--- config.mk ---
export PLATFORM = sky130hd
export DESIGN_NAME = gpio_ports
export DESIGN_NICKNAME = d
export VERILOG_FILES = /design/src/verilog/gpio_pkg.sv /design/src/verilog/gpio_ports.sv
export SDC_FILE = /design/constraint.sdc
export NUM_CORES = 1
export LEC_CHECK = 0
export BUFFER_PORTS_ARGS = -buffer_cell sky130_fd_sc_hd__buf_2
export CORE_MARGIN = 4
export CORE_UTILIZATION = 52
export DETAILED_ROUTE_END_ITERATION = 10
export PLACE_DENSITY_LB_ADDON = 0.25
export SKIP_LAST_GASP = 1
export SYNTH_ARGS = -nofsm -noshare
export SYNTH_HDL_FRONTEND = slang
export SYNTH_SLANG_ARGS = --single-unit
--- constraint.sdc ---
create_clock -name sys_clk -period 1.9 [get_ports sys_clk]
set_input_delay 0.38 -clock sys_clk [delete_from_list [all_inputs] [get_ports sys_clk]]
set_output_delay 0.38 -clock sys_clk [all_outputs]
set_load 0.01 [all_outputs]
--- src/verilog/gpio_pkg.sv ---
package gpio_pkg;
  // register indexes; byte address is four times the index
  localparam logic [7:0] IDX_PA_DATA  = 8'h05;
  localparam logic [7:0] IDX_PB_DATA  = 8'h06;
  localparam logic [7:0] IDX_INT_CTL  = 8'h0b;
  localparam logic [7:0] IDX_OPTION   = 8'h81;
  localparam logic [7:0] IDX_PA_DIR   = 8'h85;
  localparam logic [7:0] IDX_PB_DIR   = 8'h86;
  localparam logic [7:0] IDX_CMP_CTL  = 8'h9c;
  localparam logic [7:0] IDX_CMP_VREF = 8'h9d;
  localparam logic [7:0] IDX_ANA_CFG  = 8'h9f;
  // values after reset
  localparam logic [7:0] RST_LATCH    = 8'h00;
  localparam logic [7:0] RST_DIR      = 8'hff;
  localparam logic [7:0] RST_OPTION   = 8'hff;
  localparam logic [7:0] RST_CMP_CTL  = 8'h07;
  localparam logic [7:0] RST_CMP_VREF = 8'h00;
  localparam logic [7:0] RST_ANA_CFG  = 8'h00;
  localparam logic [1:0] RST_FLAGS    = 2'h0;
  // field positions and masks
  localparam int         PULLUP_DIS_N_BIT = 7;
  localparam int         EDGE_SEL_BIT     = 6;
  localparam int         CHG_FLAG_BIT     = 0;
  localparam int         EXT_FLAG_BIT     = 1;
  localparam int         OPEN_DRAIN_BIT   = 4;
  localparam logic [7:0] OSC_PIN_MASK     = 8'hc0;
  localparam logic [7:0] CHG_PIN_MASK     = 8'hf0;
  localparam logic [7:0] CMP_VREF_MASK    = 8'hef;
  localparam logic [2:0] CODE_ALL_DIGITAL = 3'h7;
  localparam int         IDX_LSB          = 2;

  // pin driver pair; oe_n low while the pin is driven
  typedef struct packed {
    logic [7:0] dout;
    logic [7:0] oe_n;
  } pin_drive_t;

  // peripheral takeover of port b pins
  typedef struct packed {
    logic [7:0] en;    // peripheral owns the pin
    logic [7:0] dir;   // forced direction, 1 = input
    logic [7:0] dout;  // peripheral output value
  } periph_ovr_t;
endpackage : gpio_pkg

--- src/verilog/gpio_ports.sv ---
// The implementer's own choice: the Avalon-MM register port.
`timescale 1ns/1ns
// Contract
// - direction one floats pin, zero drives latch
// - data reads pins, writes go to latch
// - oscillator pins read zero with direction, latch
// - reset: a0-a3,a5 analog reading zero, a4 digital
// - a4 open drain output, never drives high
// - analog code selects analog port a pins
// - direction still drives analog pins; software keeps ones
// - one active-low bit enables all pull-ups
// - output pins lose their pull-up
// - pull-ups off after power-on reset
// - only input pins b4-b7 are compared
// - mismatch against last port b access sets change flag
// - change event wakes device from sleep
// - port b read or write refreshes compare value
// - mismatch keeps setting flag; read then clear
// - b0 external interrupt with selectable edge
// - enabled peripheral overrides b direction
// - enabled peripheral takes pin from gpio
module gpio_ports
  import gpio_pkg::*;
(
  input  wire logic        sys_clk,
  input  wire logic        resetn,
  input  wire logic [9:0]  address,      // byte address
  input  wire logic        read,
  input  wire logic        write,
  input  wire logic [31:0] writedata,
  input  wire logic [3:0]  byteenable,
  output logic [31:0]      readdata,
  output logic             waitrequest,
  input  wire logic [7:0]  pa_pin_in,    // port a pin levels
  input  wire logic [7:0]  pb_pin_in,    // port b pin levels
  input  wire logic        osc_on_pins,  // a6/a7 serve the oscillator
  input  wire periph_ovr_t pb_periph,    // peripheral takeover
  output pin_drive_t       pa_drive,
  output pin_drive_t       pb_drive,
  output logic [7:0]       pb_pullup_en, // weak pull-up per pin
  output logic             wake_req      // wake from sleep
);

  // timing overview for the bus side:
  // request seen with waitrequest high at one edge,
  // waitrequest drops for exactly one cycle after it,
  // and the write or the refresh lands on the edge
  // at which the master samples waitrequest low.
  // read data are captured one edge early, so a read
  // shows the register as it stood before that edge.
  // pin side: every pin level passes two flops first,
  // so a switch change reaches the flags three edges
  // after it appears on the pin.
  // trade-off: the extra latency keeps metastable
  // levels out of the compare and the edge detector.

  // software state
  logic [7:0] pa_lat_reg;     // port a output latch
  logic [7:0] pb_lat_reg;     // port b output latch
  logic [7:0] pa_dir_reg;     // port a direction
  logic [7:0] pb_dir_reg;     // port b direction
  logic [7:0] opt_reg;        // option control
  logic [7:0] cmp_reg;        // comparator control, stored only
  logic [7:0] vref_reg;       // comparator reference, stored only
  logic [7:0] ana_reg;        // analog pin configuration
  logic [1:0] flags_reg;      // change and external flags
  // pin side
  logic [7:0] pa_s1_reg;      // synchroniser first stages
  logic [7:0] pb_s1_reg;
  logic [7:0] pa_s2_reg;      // synchronised levels
  logic [7:0] pb_s2_reg;
  logic       b0_prev_reg;    // b0 one cycle older
  logic [3:0] chg_old_reg;    // b4-b7 value at last access
  logic       osc_reg;        // registered oscillator strap
  // bus and output state
  logic        wait_reg;
  logic [31:0] rdata_reg;
  pin_drive_t  pa_drive_reg;
  pin_drive_t  pb_drive_reg;
  logic [7:0]  pullup_reg;
  logic        wake_reg;
  // combinational
  logic [7:0] idx;            // register index of the access
  logic       req;
  logic       accept;         // the edge that completes the access
  logic       wr_ok;          // write of the low byte is accepted
  logic [7:0] ana_a;          // port a pins in analog role
  logic [7:0] osc_m;          // oscillator-owned pins
  logic [7:0] pb_dir_eff;     // direction after peripheral override
  logic [7:0] pb_out_eff;     // output value after override
  logic       mismatch;
  logic       ext_edge;
  logic [7:0] rd_mux;

  assign idx    = address[IDX_LSB +: 8];
  assign req    = read | write;
  assign accept = req & ~wait_reg;
  assign wr_ok  = accept & write & byteenable[0];
  assign osc_m  = osc_reg ? OSC_PIN_MASK : 8'h00;

  // analog role per pin: a5 free for slave select on codes 1xx
  always_comb begin
    ana_a = 8'h00;
    ana_a[5] = ~ana_reg[2];
    ana_a[3:0] = (ana_reg[2:0] == CODE_ALL_DIGITAL) ? 4'h0 : 4'hf;
  end

  // an enabled peripheral owns the pin and its direction
  always_comb begin
    pb_dir_eff = (pb_periph.en & pb_periph.dir) | (~pb_periph.en & pb_dir_reg);
    pb_out_eff = (pb_periph.en & pb_periph.dout) | (~pb_periph.en & pb_lat_reg);
  end

  // two-stage synchronisers; first stage feeds only the second
  // reset value zero: a pin held high after reset looks like
  // a rising edge on b0 and a change on b4-b7 a few cycles
  // later; software reads port b once after reset to settle.
  // the oscillator strap is registered here as well; the read
  // masks follow it at once, the pin drivers one edge later.
  always_ff @(posedge sys_clk or negedge resetn) begin
    if (!resetn) begin
      pa_s1_reg <= 8'h00;
      pb_s1_reg <= 8'h00;
      pa_s2_reg <= 8'h00;
      pb_s2_reg <= 8'h00;
      b0_prev_reg <= 1'b0;
      osc_reg <= 1'b0;
    end else begin
      pa_s1_reg <= pa_pin_in;
      pb_s1_reg <= pb_pin_in;
      pa_s2_reg <= pa_s1_reg;
      pb_s2_reg <= pb_s1_reg;
      b0_prev_reg <= pb_s2_reg[0];
      osc_reg <= osc_on_pins;
    end
  end

  // change compare on input pins b4-b7 only
  assign mismatch = |(((pb_s2_reg[7:4] ^ chg_old_reg) & pb_dir_eff[7:4]));
  // b0 edge select: one picks the rising edge
  assign ext_edge = opt_reg[EDGE_SEL_BIT] ? (pb_s2_reg[0] & ~b0_prev_reg)
                                          : (~pb_s2_reg[0] & b0_prev_reg);

  // compare value refreshed by any completed port b access
  always_ff @(posedge sys_clk or negedge resetn) begin
    if (!resetn) begin
      chg_old_reg <= 4'h0;
    end else if (accept && idx == IDX_PB_DATA) begin
      chg_old_reg <= pb_s2_reg[7:4];
    end
  end

  // flags: a set in the clearing cycle wins over the clear
  // a write of zero clears a flag, a write of one keeps it,
  // so software can clear one flag without losing the other.
  // limitation: while a mismatch persists the change flag
  // cannot be cleared; port b must be read or written first.
  always_ff @(posedge sys_clk or negedge resetn) begin
    if (!resetn) begin
      flags_reg <= RST_FLAGS;
    end else if (wr_ok && idx == IDX_INT_CTL) begin
      flags_reg <= (flags_reg & writedata[1:0]) | {ext_edge, mismatch};
    end else begin
      flags_reg <= flags_reg | {ext_edge, mismatch};
    end
  end

  // wake request follows the live events, not the sticky flags
  always_ff @(posedge sys_clk or negedge resetn) begin
    if (!resetn) begin
      wake_reg <= 1'b0;
    end else begin
      wake_reg <= mismatch | ext_edge;
    end
  end

  // register writes land on the edge that completes the access
  always_ff @(posedge sys_clk or negedge resetn) begin
    if (!resetn) begin
      pa_lat_reg <= RST_LATCH;
      pb_lat_reg <= RST_LATCH;
      pa_dir_reg <= RST_DIR;
      pb_dir_reg <= RST_DIR;
      opt_reg <= RST_OPTION;
      cmp_reg <= RST_CMP_CTL;
      vref_reg <= RST_CMP_VREF;
      ana_reg <= RST_ANA_CFG;
    end else if (wr_ok) begin
      unique case (idx)
        IDX_PA_DATA:  pa_lat_reg <= writedata[7:0];
        IDX_PB_DATA:  pb_lat_reg <= writedata[7:0];
        IDX_PA_DIR:   pa_dir_reg <= writedata[7:0];
        IDX_PB_DIR:   pb_dir_reg <= writedata[7:0];
        IDX_OPTION:   opt_reg <= writedata[7:0];
        IDX_CMP_CTL:  cmp_reg <= writedata[7:0];
        IDX_CMP_VREF: vref_reg <= writedata[7:0] & CMP_VREF_MASK;
        IDX_ANA_CFG:  ana_reg <= writedata[7:0];
        default: ; // unmapped or flag register: nothing stored here
      endcase
    end
  end

  // read mux; port data reads show pins, not latches
  always_comb begin
    unique case (idx)
      IDX_PA_DATA:  rd_mux = pa_s2_reg & ~ana_a & ~osc_m;
      IDX_PB_DATA:  rd_mux = pb_s2_reg;
      IDX_INT_CTL:  rd_mux = {6'h00, flags_reg};
      IDX_OPTION:   rd_mux = opt_reg;
      IDX_PA_DIR:   rd_mux = pa_dir_reg & ~osc_m;
      IDX_PB_DIR:   rd_mux = pb_dir_reg;
      IDX_CMP_CTL:  rd_mux = cmp_reg;
      IDX_CMP_VREF: rd_mux = vref_reg;
      IDX_ANA_CFG:  rd_mux = ana_reg;
      default:      rd_mux = 8'h00; // unmapped reads as zero
    endcase
  end

  // one wait cycle per access; data loaded as waitrequest drops
  always_ff @(posedge sys_clk or negedge resetn) begin
    if (!resetn) begin
      wait_reg <= 1'b1;
      rdata_reg <= 32'h0000_0000;
    end else if (req && wait_reg) begin
      wait_reg <= 1'b0;
      rdata_reg <= {24'h00_0000, rd_mux};
    end else begin
      wait_reg <= 1'b1;
    end
  end

  // pin drivers; analog pins still follow direction bits
  // a4 is open drain: a one in its latch releases the pin
  // rather than driving it, so oe_n carries the data there.
  // oscillator pins are never driven while the strap is set.
  // port b direction and value come after the peripheral
  // override, so a takeover needs no change of registers.
  always_ff @(posedge sys_clk or negedge resetn) begin
    if (!resetn) begin
      pa_drive_reg <= '{dout: 8'h00, oe_n: 8'hff};
      pb_drive_reg <= '{dout: 8'h00, oe_n: 8'hff};
    end else begin
      pa_drive_reg.dout <= pa_lat_reg & ~(8'h01 << OPEN_DRAIN_BIT);
      pa_drive_reg.oe_n <= (pa_dir_reg | osc_m) |
                           (pa_lat_reg & (8'h01 << OPEN_DRAIN_BIT));
      pb_drive_reg.dout <= pb_out_eff;
      pb_drive_reg.oe_n <= pb_dir_eff;
    end
  end

  // global active-low enable, masked off on output pins
  always_ff @(posedge sys_clk or negedge resetn) begin
    if (!resetn) begin
      pullup_reg <= 8'h00;
    end else begin
      pullup_reg <= {8{~opt_reg[PULLUP_DIS_N_BIT]}} & pb_dir_eff;
    end
  end

  assign readdata     = rdata_reg;
  assign waitrequest  = wait_reg;
  assign pa_drive     = pa_drive_reg;
  assign pb_drive     = pb_drive_reg;
  assign pb_pullup_en = pullup_reg;
  assign wake_req     = wake_reg;
endmodule : gpio_ports
==> impl_metrics.json <==
{
  "drcViolationCount": 0,
  "core_mm2": 0.01147,
  "cp-endpoint": "pa_lat_reg[5]",
  "fp-row-count": 39,
  "required_ns": 2.20,
  "rsz0062_at_grt": "no",
  "worstSetupStartpointType": "flop",
  "synth-seq-cells": 152,
  "p_leak_nw": 3.751,
  "grt_pass1_wl_um": 20940,
  "period_share": 0.9272,
  "dp_hpwl_um": 10080,
  "io_pins": 165,
  "cts_hold_buf": 1,
  "ys.flop_type": "dfrtp_1",
  "design_area_mm2": 0.007670,
  "endpoint_kind": "flop",
  "muxShareOfSynthArea": 0.1751,
  "rrSetupSlack_ns": 0.14,
  "r2r_end": "pa_lat_reg[5]",
  "synthXorXnorAreaFrac": 0.005715,
  "cap_violations": 0,
  "fp.dieH_um": 116.6,
  "power_density_mw_per_mm2": 948.6,
  "slowest_delay_ns": 0.38,
  "root_buffer": "clkbuf_16",
  "wl_per_cell_um": 18.04,
  "worst-r2r-cell-count": 5,
  "period_minus_slack_ns": 1.762,
  "status": "completed",
  "portBuffers": 110,
  "die_area_mm2": 0.01359,
  "num_vias": 3957,
  "synth-adder-area-share": 0,
  "placedInstanceArea_mm2": 0.007044,
  "postSynthCellCount": 440,
  "slowest_stage": "dfstp_2",
  "synth_compound_area_frac": 0.05226,
  "synth_simple_gate_area_share": 0.09002,
  "firstDrtPassIters": 4,
  "vias_per_cell": 5.269,
  "grt_max_degree": 44,
  "grt_pass1_vias": 3991,
  "h-tree-depth": 4,
  "drive_above_1_share": 0.5230,
  "dr.first_iter.drc_count": 290,
  "clock_path_buffers": 2,
  "vdd_ir_drop_max_mv": 0.7357,
  "clk_latency_ns": 0.42,
  "path_depth": 5,
  "arrival_ns": 2.06,
  "cts_tree": "built",
  "overflow": 0,
  "syn_to_final_growth_pct": 25.13,
  "hp-class": "in -> reg",
  "finClkSkew_ns": 0.007406,
  "seq_area_frac_synth": 0.6295,
  "die_w_um": 116.6,
  "r2r_start": "waitrequest",
  "ys_types": 51,
  "diodes": 0,
  "grtUsageTotal": 0.2067,
  "start_util": 0.5345,
  "crit_buf_inv": 1,
  "antenna_found_initial": 0,
  "crit_type": "reg -> reg",
  "cts-resized-gates": 0,
  "cts-buffers-inserted": 17,
  "post_cts_buffers": 0,
  "crit_chain": "nand3b_1, nor3_2, nand2_1, buf_4, mux2_2",
  "async_flop_share": 1.000,
  "finalHoldWorstSlack_ns": 0.06611,
  "totalWireLength_um": 13550,
  "yosysWarnings": 0,
  "place.gp.congestion": 0.8889,
  "ant_nets": 0,
  "cts.sinks": 152,
  "synth.avg_cell_area_um2": 13.93,
  "synth_edf_count": 0,
  "critPathLaunch": "waitrequest",
  "critPathTopFamily": "simple AND/OR/NAND/NOR gates",
  "largest_reg_flops": 16,
  "fmax_ghz": 0.5676,
  "netlist_area_mm2": 0.006130,
  "final-setup-viol-count": 0,
  "finalHoldViolations": 0,
  "synth_top_family_by_area": "multiplexers",
  "final_max_slew_viol_count": 0,
  "clk_pin_slew_worst_paths_ns": 0.06,
  "layout.nets": 686,
  "cp_max_fo": 6
}
## worst reg2reg max path, delay by kind of cell (launching register included)
kind                   cells  cell delay (ns)
flip-flops                 1             0.38
AND/OR/NAND/NOR            3             0.80
multiplexers               1             0.28
buffers and inverters      1             0.20
## worst min path at each step
stage / startpoint / to / slack, ns / cells after the start
2_1_floorplan: resetn / ana_reg[0] / 0.08 / 0
3_3_place_gp: resetn / pa_drive[15] / 0.32 / 1
5_1_grt: pb_pin_in[7] / pb_s1_reg[7] / 0.04 / 1
4_1_cts: pb_pin_in[0] / pb_s1_reg[0] / 0.05 / 1
6_report: pb_pin_in[0] / pb_s1_reg[0] / 0.07 / 1
3_5_place_dp: resetn / pa_drive[15] / 0.33 / 1
## per-layer routing
metal	global-route usage	part of all wire	vias up
met4	0.06193	0.0066	0
li1	-	-	1827
met1	0.2776	0.44	1973
met2	0.3310	0.49	148
met5	0	0	-
met3	0.05751	0.071	9
## final cells by class
| class | count | area (um2) |
|---|---|---|
| Clock buffer | 21 | 470.5 |
| Clock inverter | 11 | 145.1 |
| Fill cell | 841 | 3797 |
| Inverter | 6 | 22.52 |
| Multi-Input combinational cell | 265 | 2074 |
| Sequential cell | 152 | 3859 |
| Tap cell | 143 | 178.9 |
| Timing Repair Buffer | 153 | 919.6 |
## cells in the final DEF, fill, tap and decap left out, types with 5 or more instances in the layout
master and n:
conb_1 25, buf_2 109, or2_2 6, inv_1 6
nor3_1 5, clkbuf_16 17, a21oi_1 7, o21ai_0 12
mux2i_1 18, nor2_1 11, mux2_2 73, nor2b_1 6
buf_4 39, nand3_1 6, dfrtp_1 108, dfstp_2 44
a32oi_1 7, nand2_1 27
## synthesized netlist by cell type (5+ instances only)
cell / number / share of area
or2_2: 6 / 0.0061
clkbuf_1: 6 / 0.0037
a32oi_1: 7 / 0.010
dfstp_2: 44 / 0.19
nor2b_1: 6 / 0.0061
nor2_1: 11 / 0.0067
dfrtp_1: 108 / 0.44
a21oi_1: 7 / 0.0057
nor3_1: 5 / 0.0041
buf_2: 7 / 0.0057
nand3_1: 6 / 0.0049
nand2_1: 27 / 0.017
o21ai_0: 12 / 0.0098
mux2i_1: 18 / 0.029
buf_4: 27 / 0.033
inv_1: 6 / 0.0037
mux2_2: 73 / 0.13
## metrics by stage
step	std cells	TNS [ns]	total power, mW	setup WS, ns	utilization
2_1_floorplan	464	0	3.665	0.03312	-
3_3_place_gp	718	-1.133	3.891	-0.05466	0.6143
3_5_place_dp	718	-1.231	3.907	-0.08262	0.6143
4_1_cts	751	0	7.352	0.1317	0.6688
5_1_grt	751	0	7.565	0.04568	0.6688
6_report	751	0	7.276	0.1383	0.6688
## logic make-up after synthesis
family / count (synthesis)
and+or+nand+nor: 93
other: 1
xor gates and xnor gates: 4
AOI/OAI and AO/OA: 47
muxes: 96
buffers and inverters: 47
DFF: 152
## where the power goes
group | switching, mW | internal [mW]
Clock | 1.26 | 2.17
Combinational | 0.270 | 0.183
Sequential | 0.0432 | 3.36
No activity file was read; power rests on OpenSTA's default activity.
